**config.mk**
```make
export PLATFORM = sky130hd
export DESIGN_NAME = serial_in_parallel_out_latch
export DESIGN_NICKNAME = d
export VERILOG_FILES = /design/src/hw/sipo_pkg.sv /design/src/hw/word_fifo.sv /design/src/hw/serial_in_parallel_out_latch.sv
export VERILOG_INCLUDE_DIRS = /design/src /design/src/hw
export SDC_FILE = /design/constraint.sdc
export NUM_CORES = 1
export LEC_CHECK = 0
export BUFFER_PORTS_ARGS = -buffer_cell sky130_fd_sc_hd__buf_2
export CORE_MARGIN = 1.5
export CORE_UTILIZATION = 58
export CTS_BUF_LIST = sky130_fd_sc_hd__clkbuf_8
export DETAILED_ROUTE_END_ITERATION = 8
export GPL_TIMING_DRIVEN = 0
export PLACE_DENSITY = 0.88
export SLEW_MARGIN = 20
export SYNTH_ARGS = -nofsm -noshare
export SYNTH_HDL_FRONTEND = slang
export SYNTH_HIERARCHICAL = 1
export SYNTH_SLANG_ARGS = --single-unit
```
**constraint.sdc**
```tcl
create_clock -name sys_clk_i -period 2.8 [get_ports sys_clk_i]
set_clock_uncertainty 0.2 [all_clocks]
set_input_delay 0.7 -clock sys_clk_i [delete_from_list [all_inputs] [get_ports sys_clk_i]]
set_output_delay 0.7 -clock sys_clk_i [all_outputs]
set_load 0.1 [all_outputs]
```
**src/hw/sipo_defs.svh**
```systemverilog
`ifndef SIPO_DEFS_SVH
`define SIPO_DEFS_SVH

// number of shift register stages and latch bits
`define SIPO_STAGES 8
// index of the final stage, which feeds the cascade outputs
`define SIPO_FINAL_STAGE 7
// depth of the captured-word buffer
`define SIPO_FIFO_DEPTH 32
// reset value of shift register, latch and cascade outputs
`define SIPO_STAGE_RST 8'h00
`define SIPO_BIT_RST 1'b0

`endif

```
**src/hw/sipo_pkg.sv**
```systemverilog
`include "sipo_defs.svh"

package sipo_pkg;

  // the four pins the host controller drives
  typedef struct packed {
    logic shift_clk; // shift clock pin
    logic data;      // serial data pin
    logic strobe;    // latch-transfer strobe pin
    logic out_en;    // output enable pin
  } pin_in_t;

  // parallel output pins with their three-state enable
  typedef struct packed {
    logic [`SIPO_STAGES-1:0] data; // latch contents
    logic oe;                      // high while the pins are driven
  } par_out_t;

  // serial cascade outputs
  typedef struct packed {
    logic final_stage; // last stage, updates on rising shift clock
    logic delayed;     // copy of last stage, updates on falling shift clock
  } cascade_t;

endpackage : sipo_pkg

```
**src/hw/word_fifo.sv**
```systemverilog
`timescale 1ns/100ps
module word_fifo #(
  parameter int WIDTH = 8,
  parameter int DEPTH = 32
) (
  input wire logic sys_clk_i,          // system clock
  input wire logic rst_n_i,            // async reset, active low
  input wire logic [WIDTH-1:0] wr_data_i, // word to store
  input wire logic wr_valid_i,         // store request
  output logic wr_ready_o,             // room for one more word
  output logic [WIDTH-1:0] rd_data_o,  // oldest stored word
  output logic rd_valid_o,             // a word is waiting
  input wire logic rd_ready_i          // consumer takes the word
);
  localparam int AW = (DEPTH > 1) ? $clog2(DEPTH) : 1;

  logic [WIDTH-1:0] mem [DEPTH];  // storage array
  logic [AW-1:0] wr_ptr;          // next slot to write
  logic [AW-1:0] rd_ptr;          // next slot to read
  logic [AW:0] count;             // words held

  wire push = wr_valid_i & wr_ready_o;  // accepted write
  wire pop = rd_valid_o & rd_ready_i;   // accepted read

  // full and empty come straight from the count, so they never lie
  assign wr_ready_o = (count != (AW+1)'(DEPTH));
  assign rd_valid_o = (count != '0);
  assign rd_data_o = mem[rd_ptr];

  // wrap a pointer at the depth, which need not be a power of two
  function automatic logic [AW-1:0] bump(input logic [AW-1:0] p);
    bump = (p == AW'(DEPTH-1)) ? '0 : p + AW'(1);
  endfunction : bump

  // storage write, no reset needed on the array
  always_ff @(posedge sys_clk_i) begin
    if (push) begin
      mem[wr_ptr] <= wr_data_i;
    end
  end

  // pointers and occupancy
  always_ff @(posedge sys_clk_i or negedge rst_n_i) begin
    if (!rst_n_i) begin
      wr_ptr <= '0;
      rd_ptr <= '0;
      count <= '0;
    end else begin
      if (push) wr_ptr <= bump(wr_ptr);
      if (pop) rd_ptr <= bump(rd_ptr);
      if (push & ~pop) count <= count + (AW+1)'(1);
      else if (pop & ~push) count <= count - (AW+1)'(1);
    end
  end

endmodule : word_fifo

```
**src/hw/serial_in_parallel_out_latch.sv**
```systemverilog
`timescale 1ns/100ps
`include "sipo_defs.svh"
module serial_in_parallel_out_latch #(
  parameter int STAGES = `SIPO_STAGES,
  parameter int FIFO_DEPTH = `SIPO_FIFO_DEPTH
) (
  input wire logic sys_clk_i,                      // system clock, 100 MHz
  input wire logic rst_n_i,                        // async reset, active low
  input wire sipo_pkg::pin_in_t pins_i,            // asynchronous host pins
  output sipo_pkg::par_out_t par_o,                // parallel pins and enable
  output sipo_pkg::cascade_t cascade_o,            // serial cascade outputs
  output logic [STAGES-1:0] word_o,                // captured word to user logic
  output logic word_valid_o,                       // captured word waiting
  input wire logic word_ready_i,                   // user logic takes the word
  output logic capture_ready_o                     // buffer has room for a capture
);
  import sipo_pkg::*;

  // three-stage synchronisers for all four pins
  pin_in_t sync_a;     // first stage, read only by sync_b
  pin_in_t sync_b;     // second stage
  pin_in_t sync_c;     // third stage
  pin_in_t level;      // filtered pin levels
  pin_in_t level_prev; // filtered levels one cycle back
  pin_in_t next_level; // next filtered levels

  logic [STAGES-1:0] shift;      // shift register, bit 0 is the first stage
  logic [STAGES-1:0] latch;      // storage latch
  logic cascade_delayed;         // falling-edge copy of the final stage
  logic out_en;                  // registered output enable

  // a filtered bit only moves when the second and third stages agree,
  // which keeps a single metastable or glitchy sample from counting
  assign next_level = pin_in_t'((sync_b & sync_c) | (level & (sync_b ^ sync_c)));

  // edge helpers shared by the clock and strobe detectors
  function automatic logic rose(input logic was, input logic now);
    rose = now & ~was;
  endfunction : rose

  function automatic logic fell(input logic was, input logic now);
    fell = was & ~now;
  endfunction : fell

  // decoded pin events, each a one-cycle pulse except strobe_high, which is the filtered strobe level
  wire clk_rise = rose(level_prev.shift_clk, level.shift_clk);
  wire clk_fall = fell(level_prev.shift_clk, level.shift_clk);
  wire strobe_fall = fell(level_prev.strobe, level.strobe);
  wire strobe_high = level.strobe;

  // next shift contents: stage 1 takes data, every stage n takes n-1,
  // so the seventh stage lands in the eighth on the same edge
  wire [STAGES-1:0] next_shift = {shift[STAGES-2:0], level.data};

  // pin synchroniser chain
  always_ff @(posedge sys_clk_i or negedge rst_n_i) begin
    if (!rst_n_i) begin
      sync_a <= '0;
      sync_b <= '0;
      sync_c <= '0;
    end else begin
      sync_a <= pins_i;
      sync_b <= sync_a;
      sync_c <= sync_b;
    end
  end

  // filtered levels and their history for edge detection
  always_ff @(posedge sys_clk_i or negedge rst_n_i) begin
    if (!rst_n_i) begin
      level <= '0;
      level_prev <= '0;
    end else begin
      level <= next_level;
      level_prev <= level;
    end
  end

  // shift register; the reset to zero is only a defined start, the
  // host must still load eight bits before the contents mean anything
  always_ff @(posedge sys_clk_i or negedge rst_n_i) begin
    if (!rst_n_i) begin
      shift <= `SIPO_STAGE_RST;
    end else if (clk_rise) begin
      shift <= next_shift;
    end
  end

  // delayed cascade bit: untouched on rising edges
  always_ff @(posedge sys_clk_i or negedge rst_n_i) begin
    if (!rst_n_i) begin
      cascade_delayed <= `SIPO_BIT_RST;
    end else if (clk_fall) begin
      cascade_delayed <= shift[`SIPO_FINAL_STAGE];
    end
  end

  // storage latch: follows the shift register while the strobe is high;
  // when the strobe falls the update stops, so it keeps the last value
  // seen while high (one system cycle behind the shift register)
  always_ff @(posedge sys_clk_i or negedge rst_n_i) begin
    if (!rst_n_i) begin
      latch <= `SIPO_STAGE_RST;
    end else if (strobe_high) begin
      latch <= shift;
    end
  end

  // registered output enable for the parallel pins
  always_ff @(posedge sys_clk_i or negedge rst_n_i) begin
    if (!rst_n_i) begin
      out_en <= 1'b0;
    end else begin
      out_en <= level.out_en;
    end
  end

  // parallel pins: data always from the latch, enable gates the drivers;
  // shifting and cascade outputs do not look at the enable at all
  assign par_o.data = latch;
  assign par_o.oe = out_en;

  // cascade outputs
  assign cascade_o.final_stage = shift[`SIPO_FINAL_STAGE];
  assign cascade_o.delayed = cascade_delayed;

  // each completed transfer (strobe fall) pushes the held word into the
  // buffer; when the buffer is full the capture still updates the pins
  // but the word is not queued, and capture_ready_o shows that
  word_fifo #(
    .WIDTH(STAGES),
    .DEPTH(FIFO_DEPTH)
  ) u_word_fifo (
    .sys_clk_i(sys_clk_i),
    .rst_n_i(rst_n_i),
    .wr_data_i(latch),
    .wr_valid_i(strobe_fall),
    .wr_ready_o(capture_ready_o),
    .rd_data_o(word_o),
    .rd_valid_o(word_valid_o),
    .rd_ready_i(word_ready_i)
  );

endmodule : serial_in_parallel_out_latch

```
==> results of run 1 <==
stage by stage:
step / util, % / cells / TNS, ns / hold WS [ns] / instance area, µm²
CTS: 69.6 / 1058 / -6.54 / 0.0191 / 14500
floorplan: - / 648 / -0.942 / 0.131 / 12500
global placement: 62.0 / 950 / -5.13 / 0.133 / 12900
global route: 70.9 / 1069 / -7.71 / 0.0132 / 14800
finish: 70.9 / 1069 / -6.94 / -0.0312 / 14800
detailed placement: 62.0 / 950 / -6.29 / 0.136 / 12900
layout make-up:
class                   count  area (µm²)
clock buffers              54         743
clock inverters            34         229
fillers                  1203        6080
flip-flops and latches    308        9010
repair buffers             59         592
well taps                 275         344
inverters                   9        41.3
plain buffers              34         305
multi-input cells         296        3540
final timing paths:
kind                            slack (ns)  depth (start not counted)                     to                  start
worst max register to register       -0.14                         12   u_word_fifo/count[5]   u_word_fifo/count[4]
min in group sys_clk_i                0.05                          1              sync_a[2]              pins_i[2]
max in group asynchronous             1.93                          1               latch[5]                rst_n_i
worst min-delay path                 -0.03                          1  u_word_fifo/rd_ptr[0]                rst_n_i
worst max-delay path                 -0.86                          8              word_o[1]  u_word_fifo/rd_ptr[0]
worst min register to register        0.15                          0              sync_b[2]              sync_a[2]
timing repair:
action	in CTS	in global routing
setup endpoints to repair	22	45
setup buffers	21	11
hold endpoints to repair	0	0
gates resized for setup	110	42
pin swaps	22	18
metal layers:
metal	wire length (µm)	share of wire [%]	vias up
met4	863	3.2	0
li1	-	-	2821
met1	9870	36	3387
met5	0	0	-
met2	14300	53	393
met3	2080	7.6	69
power breakdown:
group	internal [W]	switching (W)	leakage (nW)
Combinational	0.00306	0.00438	1.71
Clock	0.00206	0.00171	0.553
Sequential	0.00586	0.000786	2.94
Yosys cell counts, types with 2 or more instances:
cell and count:
nor2_1 40, nand2b_1 2, buf_4 7, mux2_4 8, a22oi_1 8, o21ai_1 3
o21ai_0 7, o22ai_1 7, a21o_1 4, buf_1 2, a221o_1 3, mux2_1 2
a22o_1 8, xnor2_1 2, inv_1 8, nand3_1 5, nand3b_1 5, and3_1 2
mux4_1 4, a2111oi_1 3, nand2_2 3, nor2b_1 6, dfrtp_1 52, clkbuf_1 10
o31ai_4 2, mux4_2 44, nor3b_1 2, nor4_1 2, nor3_1 2, edfxtp_1 256
buf_6 5, nand2_1 16, a2111oi_2 4, a211oi_1 3, buf_2 10, ha_1 17
mux2_2 9, a21oi_1 17, or3_1 3, o221ai_1 8, mux2i_1 33
state kept, by name (all words and copies together) (netlist names):
register            cells
u_word_fifo/wr_ptr      5
shift                   8
latch                   8
out_en                  1
cascade_delayed         1
u_word_fifo/mem       256
level                   3
level_prev              2
strobe_high             1
sync_c                  4
sync_b                  4
u_word_fifo/count       6
sync_a                  4
u_word_fifo/rd_ptr      5
logic make-up after synthesis:
logic type | Yosys count
flip-flops | 308
multiplexers | 100
AND/OR/NAND/NOR | 93
AO/OA/AOI/OAI | 82
buffers and inverters | 44
adder cells (fa/ha/maj) | 18
XOR/XNOR | 3
==> parameters.txt, run 1 <==
Parameter                              Value

Worst setup path
  Buffers plus inverters on the worst setup path    4
  Crit path required time    1.90 ns
  Startpoint Class    register
  Critical Path End Type    output pin
  Dominant delay contributor by cell family on the critical path    compound AO/OA/AOI/OAI gates
  Worst-path cell with the longest stage delay    mux4_2
  Highest cell delay on the worst timing path    between 0.4 and 0.5 ns
  Critical Setup Path Class    reg2out
  CP cell instances    buf_6 -> buf_12 -> buf_4 -> mux4_2 -> a22o_1 -> a2111oi_4 -> a21oi_4 -> buf_8
  Largest fanout on the critical path    8
  Data arrival, critical path    2.76 ns

Detailed routing
  Remaining design rule violation count    0
  Number of nets with antenna violations after detailed routing    0
  Routed len/inst    around 25 µm
  Via Count    between 6,000 and 7,000
  DRT Pass-1 Iters    5
  Via density per instance    roughly 6.2
  Number of violations reported at the end of detailed-routing iteration 0    616
  Post-detailed-routing wire length    27,100 µm

STA
  Actual transition at the worst max-transition pin    0.966 ns
  Period minus WS final    3.66 ns
  Max-slew headroom    35.4%
  Final-report hold violation count    47
  Maximum clock rate    273 MHz
  Slack of the critical path    -0.864 ns
  Final setup violation count    13
  RSZ-0062 raised after global routing    yes
  Final period utilization    131%
  Final max-slew violation count    0
  Worst Hold Margin    -0.0312 ns

Power
  VDD IR-drop max    0.644 mV
  Power Dens Cells    1210 nW/µm²
  Power Total    roughly 0.018 W
  LEAKAGE    5.20 nW

Logic synthesis
  YS warnings    6
  Post-synthesis register bit count    308
  Main flop type after synthesis    edfxtp_1
  Main combinational cell family by area after synthesis    multiplexers
  Synth top area share    62.6%
  Post-synthesis sequential area ratio    about 73%
  Share of async-settable or async-resettable flops after synthesis    16.9%
  Arithmetic-cell share of the synthesized area counting full adders, half adders and majority gates    1.90%
  Simple-Gate Fraction of Synth Area    3.76%
  Synth Area in Compound Gates    5.17%
  Fraction of synthesized area in multiplexers    a little over an eighth
  Per-instance average area after synthesis    18.9 µm²
  Top cells by area, synth    edfxtp_1 (63%), dfrtp_1 (11%), mux4_2 (8.1%)
  Number of flops mapped to enable cells by yosys    256
  Number of distinct standard cells referenced by the synthesized netlist    55
  Syn Std Cell Area    ~12,000 µm²
  Area leader, netlist    edfxtp_1
  Xor and xnor area share after synthesis    0.214%
  Syn Nets    673
  Cells after synthesis    648

Layout
  Fraction of layout cells with a size suffix above 1    38.7%
  Diodes inserted    0
  Number of nets in the layout    a little under 800
  Highest-count cells in the layout ignoring fill and taps    edfxtp_1 (256), clkbuf_8 (54), mux4_2 (47), dfrtp_1 (43), nor2_1 (34)
  Commonest non-fill, non-tap cell in the layout    edfxtp_1
  Layout Area Growth over Synthesis    20.6%

Clock tree
  Maximum level of the CTS H-tree    2
  CTS Buf Count    47
  Maximum number of buffers from clock root to sink    3
  Post-CTS Hold Buffers    0
  Clock sink count    308
  Source-to-sink clock delay at the later pin of the worst-skew pair    roughly 0.55 ns
  Root buffer cell    clkbuf_8
  Clock-pin slew on the worst setup and hold paths    0.06 ns
  Clock tree from TritonCTS    done

Floorplanning
  Die Footprint    22,000 µm²
  Die extent in x    148 µm
  Floorplan die height    148 µm
  # rows    53
  Area of the core    20,900 µm²
  IO Count    28
  Effective utilization at floorplan    roughly three fifths

Global routing
  GRT Resource Usage Total    25.4%
  Met2 global-route usage    43.9%
  Pin count of the biggest net entering global routing    53
  Global-route wire length before repair    41,000 µm
  Antenna violations before repair    0
  Global routing met3 resource utilization    4.85%
  M1 GR Usage    a little under a third
  Number of global-route vias before repair    between 7,000 and 8,000
  Total gr overflow    0
  Most congested layer reported by global routing    met2

Flow run
  Max-cap check violation count    0

Placement
  GPL Wtd Cong    0.840
  DP Wirelength    15,600 µm
  Pre-CTS setup slack    -0.948 ns
  Number of port buffers    27

Outcome
  Violated checks    hold timing, setup timing
  Status    complete, but fails checks

Hold path
  Hold WC Path Type    in2async
(Power assumes the default switching activity.)
==> run 2, diff against run 1 <==
--- a/config.mk
+++ b/config.mk
@@ -8,13 +8,12 @@
 export LEC_CHECK = 0
 export BUFFER_PORTS_ARGS = -buffer_cell sky130_fd_sc_hd__buf_2
 export CORE_MARGIN = 1.5
-export CORE_UTILIZATION = 58
+export CORE_UTILIZATION = 25
 export CTS_BUF_LIST = sky130_fd_sc_hd__clkbuf_8
 export DETAILED_ROUTE_END_ITERATION = 8
 export GPL_TIMING_DRIVEN = 0
-export PLACE_DENSITY = 0.88
+export PLACE_DENSITY = 0.5
 export SLEW_MARGIN = 20
 export SYNTH_ARGS = -nofsm -noshare
 export SYNTH_HDL_FRONTEND = slang
-export SYNTH_HIERARCHICAL = 1
 export SYNTH_SLANG_ARGS = --single-unit
==> run 2 against run 1 <==
The run ends with setup timing left; wire length up 2.6%; total power decreased by 1.6%; register-to-register slack worse by 0.08 ns; clock power grew 2%; hold slack improved by 0.18 ns; sequential power up 1%; sequential share of layout area decreased by 1.7 points; clock-buffer cell count is 3 higher; critical path depth decreased by 1; cell area up 3.0%.
==> parameters.txt, run 2 <==
Parameter                              Value

Outcome
  Status    complete, but fails checks (unchanged)
  Violated checks    setup timing (was hold timing, setup timing)

STA
  Slack of the critical path    -0.866 ns (was -0.864 ns)
  RSZ-0062 raised after global routing    yes (unchanged)
  Max-slew headroom    47.0% (was 35.4%)
  Final-report hold violation count    0 (was 47)
  Maximum clock rate    273 MHz (about the same)
  Period minus WS final    3.67 ns (was 3.66 ns)
  Final setup violation count    13 (unchanged)
  Final period utilization    131% (about the same)
  Final max-slew violation count    0 (unchanged)
  Actual transition at the worst max-transition pin    0.792 ns (was 0.966 ns)

Layout
  Fin area    15,200 µm² (was 14,800 µm²)
  Layout Area Growth over Synthesis    24.9% (was 20.6%)
  Fraction of layout cells with a size suffix above 1    36.3% (was 38.7%)
  Max reg flops    256 (unchanged)
  Highest-count cells in the layout ignoring fill and taps    edfxtp_1 (256), mux2i_1 (58), clkbuf_8 (57), dfrtp_1 (42), mux4_2 (32) (was edfxtp_1 (256), clkbuf_8 (54), mux4_2 (47), dfrtp_1 (43), nor2_1 (34))
  Commonest non-fill, non-tap cell in the layout    edfxtp_1 (unchanged)
  Number of nets in the layout    805 (was 780)
  Seq. cell area    9020 µm² (was 9010 µm²)
  Register with the most flip-flops    u_word_fifo.mem (was u_word_fifo/mem)
  Largest registers    u_word_fifo.mem (256), latch (8), shift (8) (was u_word_fifo/mem (256), latch (8), shift (8))
  Diodes inserted    0 (unchanged)
  Non-filler instance count after layout    1,439 (was 1,069)
  Final-layout fill cell count    4,614 (was 1,203)
  Multi-input gate area    3570 µm² (was 3540 µm²)

Hold path
  Worst hold stages    0
  Hold Startpoint    sync_a[0]
  Hold WC Path Type    reg2reg (was in2async)
  Min-Delay Endpoint    sync_b[0]

Global routing
  Pin count of the biggest net entering global routing    53 (unchanged)
  Most congested layer reported by global routing    met2 (unchanged)
  Global routing met3 resource utilization    2.86% (was 4.85%)
  Number of global-route vias before repair    6,699 (was 7,065)
  Met2 global-route usage    17.7% (was 43.9%)
  GRT Resource Usage Total    11.3% (was 25.4%)
  Antenna violations before repair    0 (unchanged)
  M1 GR Usage    15.4% (was 31.9%)
  Total gr overflow    0 (unchanged)
  Global-route wire length before repair    42,100 µm (was 41,000 µm)

Logic synthesis
  Number of distinct standard cells referenced by the synthesized netlist    46 (was 55)
  Number of flops mapped to enable cells by yosys    256 (unchanged)
  Share of async-settable or async-resettable flops after synthesis    16.9% (unchanged)
  Syn Std Cell Area    12,200 µm² (was 12,300 µm²)
  Commonest cells in the netlist    edfxtp_1 (256), mux2i_1 (64), dfrtp_1 (52) (was edfxtp_1 (256), dfrtp_1 (52), mux4_2 (44))
  Syn Nets    700 (was 673)
  Synth top area share    63.0% (was 62.6%)
  Main flop type after synthesis    edfxtp_1 (unchanged)
  Cells after synthesis    676 (was 648)
  Top cells by area, synth    edfxtp_1 (63%), dfrtp_1 (11%), mux4_2 (5.9%) (was edfxtp_1 (63%), dfrtp_1 (11%), mux4_2 (8.1%))
  YS warnings    0 (was 6)
  Post-synthesis register bit count    308 (unchanged)
  Most numerous cell in the Yosys netlist    edfxtp_1 (unchanged)
  Area leader, netlist    edfxtp_1 (unchanged)
  Per-instance average area after synthesis    18.1 µm² (was 18.9 µm²)
  Post-synthesis sequential area ratio    73.6% (was 73.2%)

Placement
  DP Wirelength    16,500 µm (was 15,600 µm)
  Number of port buffers    27 (unchanged)
  Area of placed instances    13,300 µm² (was 12,900 µm²)
  Number of placed instances, taps included    1,318 (was 950)
  GPL Wtd Cong    0.756 (was 0.840)

Worst setup path
  CP cell instances    buf_12 -> buf_12 -> mux4_2 -> a22o_4 -> a221oi_4 -> nand3_4 -> buf_12 (was buf_6 -> buf_12 -> buf_4 -> mux4_2 -> a22o_1 -> a2111oi_4 -> a21oi_4 -> buf_8)
  Slack of the worst reg-to-reg path    -0.22 ns (was -0.14 ns)
  Critical Path Start    u_word_fifo.rd_ptr[0] (was u_word_fifo/rd_ptr[0])
  Dominant delay contributor by cell family on the critical path    compound AO/OA/AOI/OAI gates (unchanged)
  Highest cell delay on the worst timing path    0.54 ns (was 0.49 ns)
  Startpoint Class    register (unchanged)
  Dominant cell type by count on the critical path    buf_12
  Reg2Reg Capture Point    u_word_fifo.count[5] (was u_word_fifo/count[5])
  Cell depth of the worst flop-to-flop path    11 (was 12)
  Buffers plus inverters on the worst setup path    3 (was 4)
  Crit path required time    1.90 ns (about the same)
  Reg2Reg Launch Point    u_word_fifo.count[0] (was u_word_fifo/count[4])
  Levels on crit path    7 (was 8)
  Critical Path End Type    output pin (unchanged)
  Data arrival, critical path    2.77 ns (was 2.76 ns)
  Largest fanout on the critical path    7 (was 8)
  Worst-path cell with the longest stage delay    mux4_2 (unchanged)
  Critical Setup Path Class    reg2out (unchanged)

Floorplanning
  Die Footprint    50,200 µm² (was 22,000 µm²)
  Area of the core    47,900 µm² (was 20,900 µm²)
  Floorplan die height    224 µm (was 148 µm)
  Die extent in x    224 µm (was 148 µm)
  # rows    80 (was 53)
  IO Count    28 (unchanged)
  Effective utilization at floorplan    25.5% (was 58.7%)

Clock tree
  Maximum number of buffers from clock root to sink    3 (unchanged)
  Source-to-sink clock delay at the later pin of the worst-skew pair    0.61 ns (was 0.55 ns)
  CTS Buf Count    54 (was 47)
  Clock-pin slew on the worst setup and hold paths    0.07 ns (was 0.06 ns)
  Clock sink count    308 (unchanged)
  Root buffer cell    clkbuf_8 (unchanged)
  Maximum level of the CTS H-tree    2 (unchanged)
  Clock tree from TritonCTS    done (unchanged)

Detailed routing
  Number of violations reported at the end of detailed-routing iteration 0    371 (was 616)
  Remaining design rule violation count    0 (unchanged)
  Post-detailed-routing wire length    27,800 µm (was 27,100 µm)
  Number of nets with antenna violations after detailed routing    0 (unchanged)
  Via density per instance    4.46 (was 6.24)
  Via Count    6,417 (was 6,670)
  Routed len/inst    19.3 µm (was 25.4 µm)
  DRT Pass-1 Iters    5 (unchanged)

Power
  VDD IR-drop max    0.620 mV (was 0.644 mV)
  LEAKAGE    5.24 nW (was 5.20 nW)
  Power Total    0.0176 W (was 0.0179 W)
  Power Dens Cells    1150 nW/µm² (was 1210 nW/µm²)

Flow run
  Max-cap check violation count    0 (unchanged)
run 2: changes by cell type after synthesis, moves of 5 or more:
cell      delta
mux2_2      +12
a22oi_1     +24
mux2i_1     +31
buf_2        -6
a221oi_1     +8
a21oi_1     -13
buf_4        +6
mux2_4       -8
mux4_2      -12
clkbuf_1     +5
nand3_1     +23
o22ai_1      -6
o221ai_1     -8
run 2: cells by family (layout without fill, tap and decap cells):
group | Yosys count | in the layout | share of synthesized area (%)
multiplexers | 117 | 117 | 13.1
flip-flops | 308 | 308 | 73.6
buffers and inverters | 43 | 191 | 1.82
XOR/XNOR | 6 | 6 | 0.431
AO/OA/AOI/OAI | 74 | 74 | 4.78
adder cells (fa/ha/maj) | 17 | 17 | 1.80
AND/OR/NAND/NOR | 111 | 111 | 4.45
run 2: layout make-up:
| cell class | instances | share of cell area (%) |
|---|---|---|
| timing repair buffer | 53 | 3.70 |
| clock buffer | 57 | 5.15 |
| clock inverter | 42 | 1.40 |
| buffer | 34 | 1.94 |
| sequential | 308 | 59.2 |
| tap | 615 | 5.05 |
| inverter | 5 | 0.172 |
| multi-input combinational | 325 | 23.4 |
run 2: metal layers:
layer / share of wire (%) / vias to the layer above
met1: 47 / 3322
met2: 46 / 142
met5: 0 / -
met4: 2.1 / 0
met3: 4.6 / 46
li1: - / 2907
run 2: worst max-delay path by stage:
stage                           endpoint  slack [ns]
detailed placement             word_o[6]       -0.87
floorplan           u_word_fifo.count[5]       -0.19
finish                         word_o[2]       -0.87
CTS                            word_o[3]       -0.93
global placement               word_o[6]       -0.86
global route                   word_o[6]       -0.95
run 2: stage by stage:
stage / utilization [%] / hold WS [ns] / setup TNS (ns) / setup WS (ns)
after global routing: 31.8 / 0.167 / -8.49 / -0.955
after detailed placement: 27.8 / 0.141 / -41.28 / -0.866
after floorplan: - / 0.131 / -0.658 / -0.189
after CTS: 31.5 / 0.155 / -8.10 / -0.928
after global placement: 27.8 / 0.135 / -35.82 / -0.864
final: 31.8 / 0.152 / -7.20 / -0.866
run 2: timing repair:
item | 4_1_cts | 5_1_grt
endpoints found under the hold margin | 56 | 0
pin swaps | 28 | 6
hold buffers | 5 | 0
gates resized for setup | 146 | 28
endpoints found under the setup margin | 223 | 156
buffers inserted | 17 | 3
cloned | 1 | 0
run 2: worst register-to-register path, stage by stage, from the launching register on:
cell	delay [ns]
dfrtp_2	0.40
or4_4	0.57
buf_6	0.15
o31a_1	0.26
buf_6	0.14
ha_4	0.18
inv_8	0.08
ha_4	0.21
or4_1	0.39
o211ai_1	0.10
nor3b_1	0.09
xnor2_1	0.13
run 2: power breakdown:
| group | switching [W] | total [W] | leakage, nW | internal, W |
|---|---|---|---|---|
| combinational | 0.00424 | 0.00701 | 1.75 | 0.00277 |
| clock | 0.00186 | 0.00384 | 0.555 | 0.00198 |
| sequential | 0.000857 | 0.00673 | 2.94 | 0.00587 |
| total | 0.00695 | 0.0176 | 5.24 | 0.0106 |
==> run 3, diff against run 2 <==
--- a/config.mk
+++ b/config.mk
@@ -6,10 +6,10 @@
 export SDC_FILE = /design/constraint.sdc
 export NUM_CORES = 1
 export LEC_CHECK = 0
+export ABC_CLOCK_PERIOD_IN_PS = 2800
 export BUFFER_PORTS_ARGS = -buffer_cell sky130_fd_sc_hd__buf_2
 export CORE_MARGIN = 1.5
 export CORE_UTILIZATION = 25
-export CTS_BUF_LIST = sky130_fd_sc_hd__clkbuf_8
 export DETAILED_ROUTE_END_ITERATION = 8
 export GPL_TIMING_DRIVEN = 0
 export PLACE_DENSITY = 0.5
==> constraint.sdc (replaced) <==
create_clock -name sys_clk_i -period 2.8 [get_ports sys_clk_i]
set_clock_uncertainty 0.2 [all_clocks]
set_input_delay 0.7 -clock sys_clk_i [delete_from_list [all_inputs] [get_ports sys_clk_i]]
set_output_delay 0.7 -clock sys_clk_i [all_outputs]
set_load 0.005 [all_outputs]
==> run 3 against run 2 <==
The flow still finishes with violations (setup timing); utilization is 1.0 points lower; fmax is 2.5% higher; setup slack better by 0.089 ns; combinational power is 36% lower; final cell count is 3.2% lower; via count is 3.7% lower; first-iteration DRC count is 32% higher; critical endpoint is now word_o[6].
==> parameters.txt, run 3 (synthesized netlist as in run 2, its figures left out) <==
Parameter                              Value

Layout
  Share of the core filled with cells in the final layout    30.8% (was 31.8%)
  Number of nets in the layout    779 (was 805)
  Non-filler instance count after layout    1,393 (was 1,439)
  Register with the most flip-flops    u_word_fifo.mem (unchanged)
  Diodes inserted    0 (unchanged)
  Fraction of layout cells with a size suffix above 1    32.9% (was 36.3%)
  Highest-count cells in the layout ignoring fill and taps    edfxtp_1 (256), mux2i_1 (62), dfrtp_1 (41), a22oi_1 (32), mux4_2 (32) (was edfxtp_1 (256), mux2i_1 (58), clkbuf_8 (57), dfrtp_1 (42), mux4_2 (32))
  Commonest non-fill, non-tap cell in the layout    edfxtp_1 (unchanged)
  Largest registers    u_word_fifo.mem (256), latch (8), shift (8) (unchanged)
  Layout Area Growth over Synthesis    20.8% (was 24.9%)
  Max reg flops    256 (unchanged)

Detailed routing
  Remaining design rule violation count    0 (unchanged)
  Number of nets with antenna violations after detailed routing    0 (unchanged)
  Number of violations reported at the end of detailed-routing iteration 0    489 (was 371)
  Via density per instance    4.43 (was 4.46)
  DRT Pass-1 Iters    4 (was 5)
  Post-detailed-routing wire length    26,900 µm (was 27,800 µm)
  Via Count    6,177 (was 6,417)
  Routed len/inst    19.3 µm (about the same)

STA
  Max-slew headroom    44.5% (was 47.0%)
  Final-report hold violation count    0 (unchanged)
  Worst Hold Margin    0.0451 ns (was 0.152 ns)
  Actual transition at the worst max-transition pin    0.832 ns (was 0.792 ns)
  RSZ-0062 raised after global routing    yes (unchanged)
  Maximum clock rate    280 MHz (was 273 MHz)
  Final period utilization    128% (was 131%)
  Slack of the critical path    -0.777 ns (was -0.866 ns)
  Final setup violation count    12 (was 13)
  Final max-slew violation count    0 (unchanged)
  Period minus WS final    3.58 ns (was 3.67 ns)

Clock tree
  Clock sink count    308 (unchanged)
  CTS Buf Count    30 (was 54)
  Maximum level of the CTS H-tree    1 (was 2)
  Maximum number of buffers from clock root to sink    3 (unchanged)
  Root buffer cell    clkbuf_16 (was clkbuf_8)
  Clock tree from TritonCTS    done (unchanged)
  Clock-pin slew on the worst setup and hold paths    0.06 ns (was 0.07 ns)
  Source-to-sink clock delay at the later pin of the worst-skew pair    0.56 ns (was 0.61 ns)

Power
  Power Dens Cells    1010 nW/µm² (was 1150 nW/µm²)
  Power Total    0.0150 W (was 0.0176 W)
  LEAKAGE    5.04 nW (was 5.24 nW)
  VDD IR-drop max    0.416 mV (was 0.620 mV)

Global routing
  Total gr overflow    0 (unchanged)
  Pin count of the biggest net entering global routing    53 (unchanged)
  Number of global-route vias before repair    6,381 (was 6,699)
  Antenna violations before repair    0 (unchanged)
  GRT Resource Usage Total    10.8% (was 11.3%)
  Global-route wire length before repair    40,200 µm (was 42,100 µm)

Worst setup path
  Crit path required time    1.90 ns (about the same)
  Critical Setup Path Class    reg2out (unchanged)
  Critical Path End Type    output pin (unchanged)
  Startpoint Class    register (unchanged)
  Largest fanout on the critical path    7 (unchanged)
  Data arrival, critical path    2.68 ns (was 2.77 ns)

Outcome
  Status    complete, but fails checks (unchanged)
  Violated checks    setup timing (unchanged)

Floorplanning
  Die Footprint    50,200 µm² (unchanged)
  Die extent in x    224 µm (unchanged)
  Area of the core    47,900 µm² (unchanged)
  Effective utilization at floorplan    25.5% (unchanged)
  Floorplan die height    224 µm (unchanged)
  IO Count    28 (unchanged)
  # rows    80 (unchanged)

Placement
  DP Wirelength    16,400 µm (was 16,500 µm)
  Number of placed instances, taps included    1,318 (unchanged)
  GPL Wtd Cong    0.797 (was 0.756)
  Number of port buffers    27 (unchanged)

Flow run
  Max-cap check violation count    0 (unchanged)

Hold path
  Hold WC Path Type    in2reg (was reg2reg)
## run 3: cell type report
| type | count | area (µm²) |
|---|---|---|
| multi-input cells | 325 | 3410 |
| plain buffers | 33 | 278 |
| repair buffers | 52 | 374 |
| well taps | 615 | 769 |
| fillers | 4649 | 33200 |
| clock buffers | 39 | 795 |
| inverters | 5 | 23.8 |
| flip-flops and latches | 308 | 9000 |
| clock inverters | 16 | 91.3 |
## run 3: through the flow
| stage | TNS, ns | area [µm²] | setup slack (ns) |
|---|---|---|---|
| 2_1_floorplan | -0.468 | 12300 | -0.189 |
| 3_3_place_gp | -35.31 | 13200 | -1.06 |
| 3_5_place_dp | -38.65 | 13200 | -1.02 |
| 4_1_cts | -6.96 | 14600 | -0.789 |
| 5_1_grt | -7.53 | 14700 | -0.855 |
| 6_report | -6.22 | 14700 | -0.777 |
## run 3: path summary, 6_finish.rpt
path	startpoint	slack (ns)	cells past startpoint	endpoint
setup / recovery	u_word_fifo.rd_ptr[0]	-0.78	7	word_o[6]
hold / removal	pins_i[2]	0.05	1	sync_a[2]
setup reg to reg	u_word_fifo.count[2]	-0.14	10	u_word_fifo.count[5]
hold reg to reg	sync_a[3]	0.15	0	sync_b[3]
max in group asynchronous	rst_n_i	1.38	2	latch[3]
min in group asynchronous	rst_n_i	0.53	2	sync_a[3]
## run 3: critical path, stage by stage, from the launching register on
cell	delay [ns]
dfrtp_1	0.41
buf_12	0.16
buf_12	0.14
mux4_2	0.54
a22o_4	0.29
a221oi_4	0.27
nand3_2	0.14
buf_2	0.15
## run 3: per-layer routing
metal	global-route usage, %	vias to the layer above	wire (µm)
met4	3.01	0	617
met2	17.2	112	12700
met1	14.9	3181	12500
met3	2.10	39	1140
li1	-	2845	-
met5	0	-	0
## run 3: repair_timing
item,CTS,global route
pin swaps,20,23
setup endpoints to repair,207,142
resized for setup,98,20
hold buffers,1,0
setup buffers,14,9
cloned,1,0
hold endpoints to repair,5,0
## run 3: power breakdown
part,internal [W],switching (W),total [W]
logic,0.00215,0.00238,0.00452
clock network,0.00200,0.00170,0.00370
registers,0.00585,0.000888,0.00674
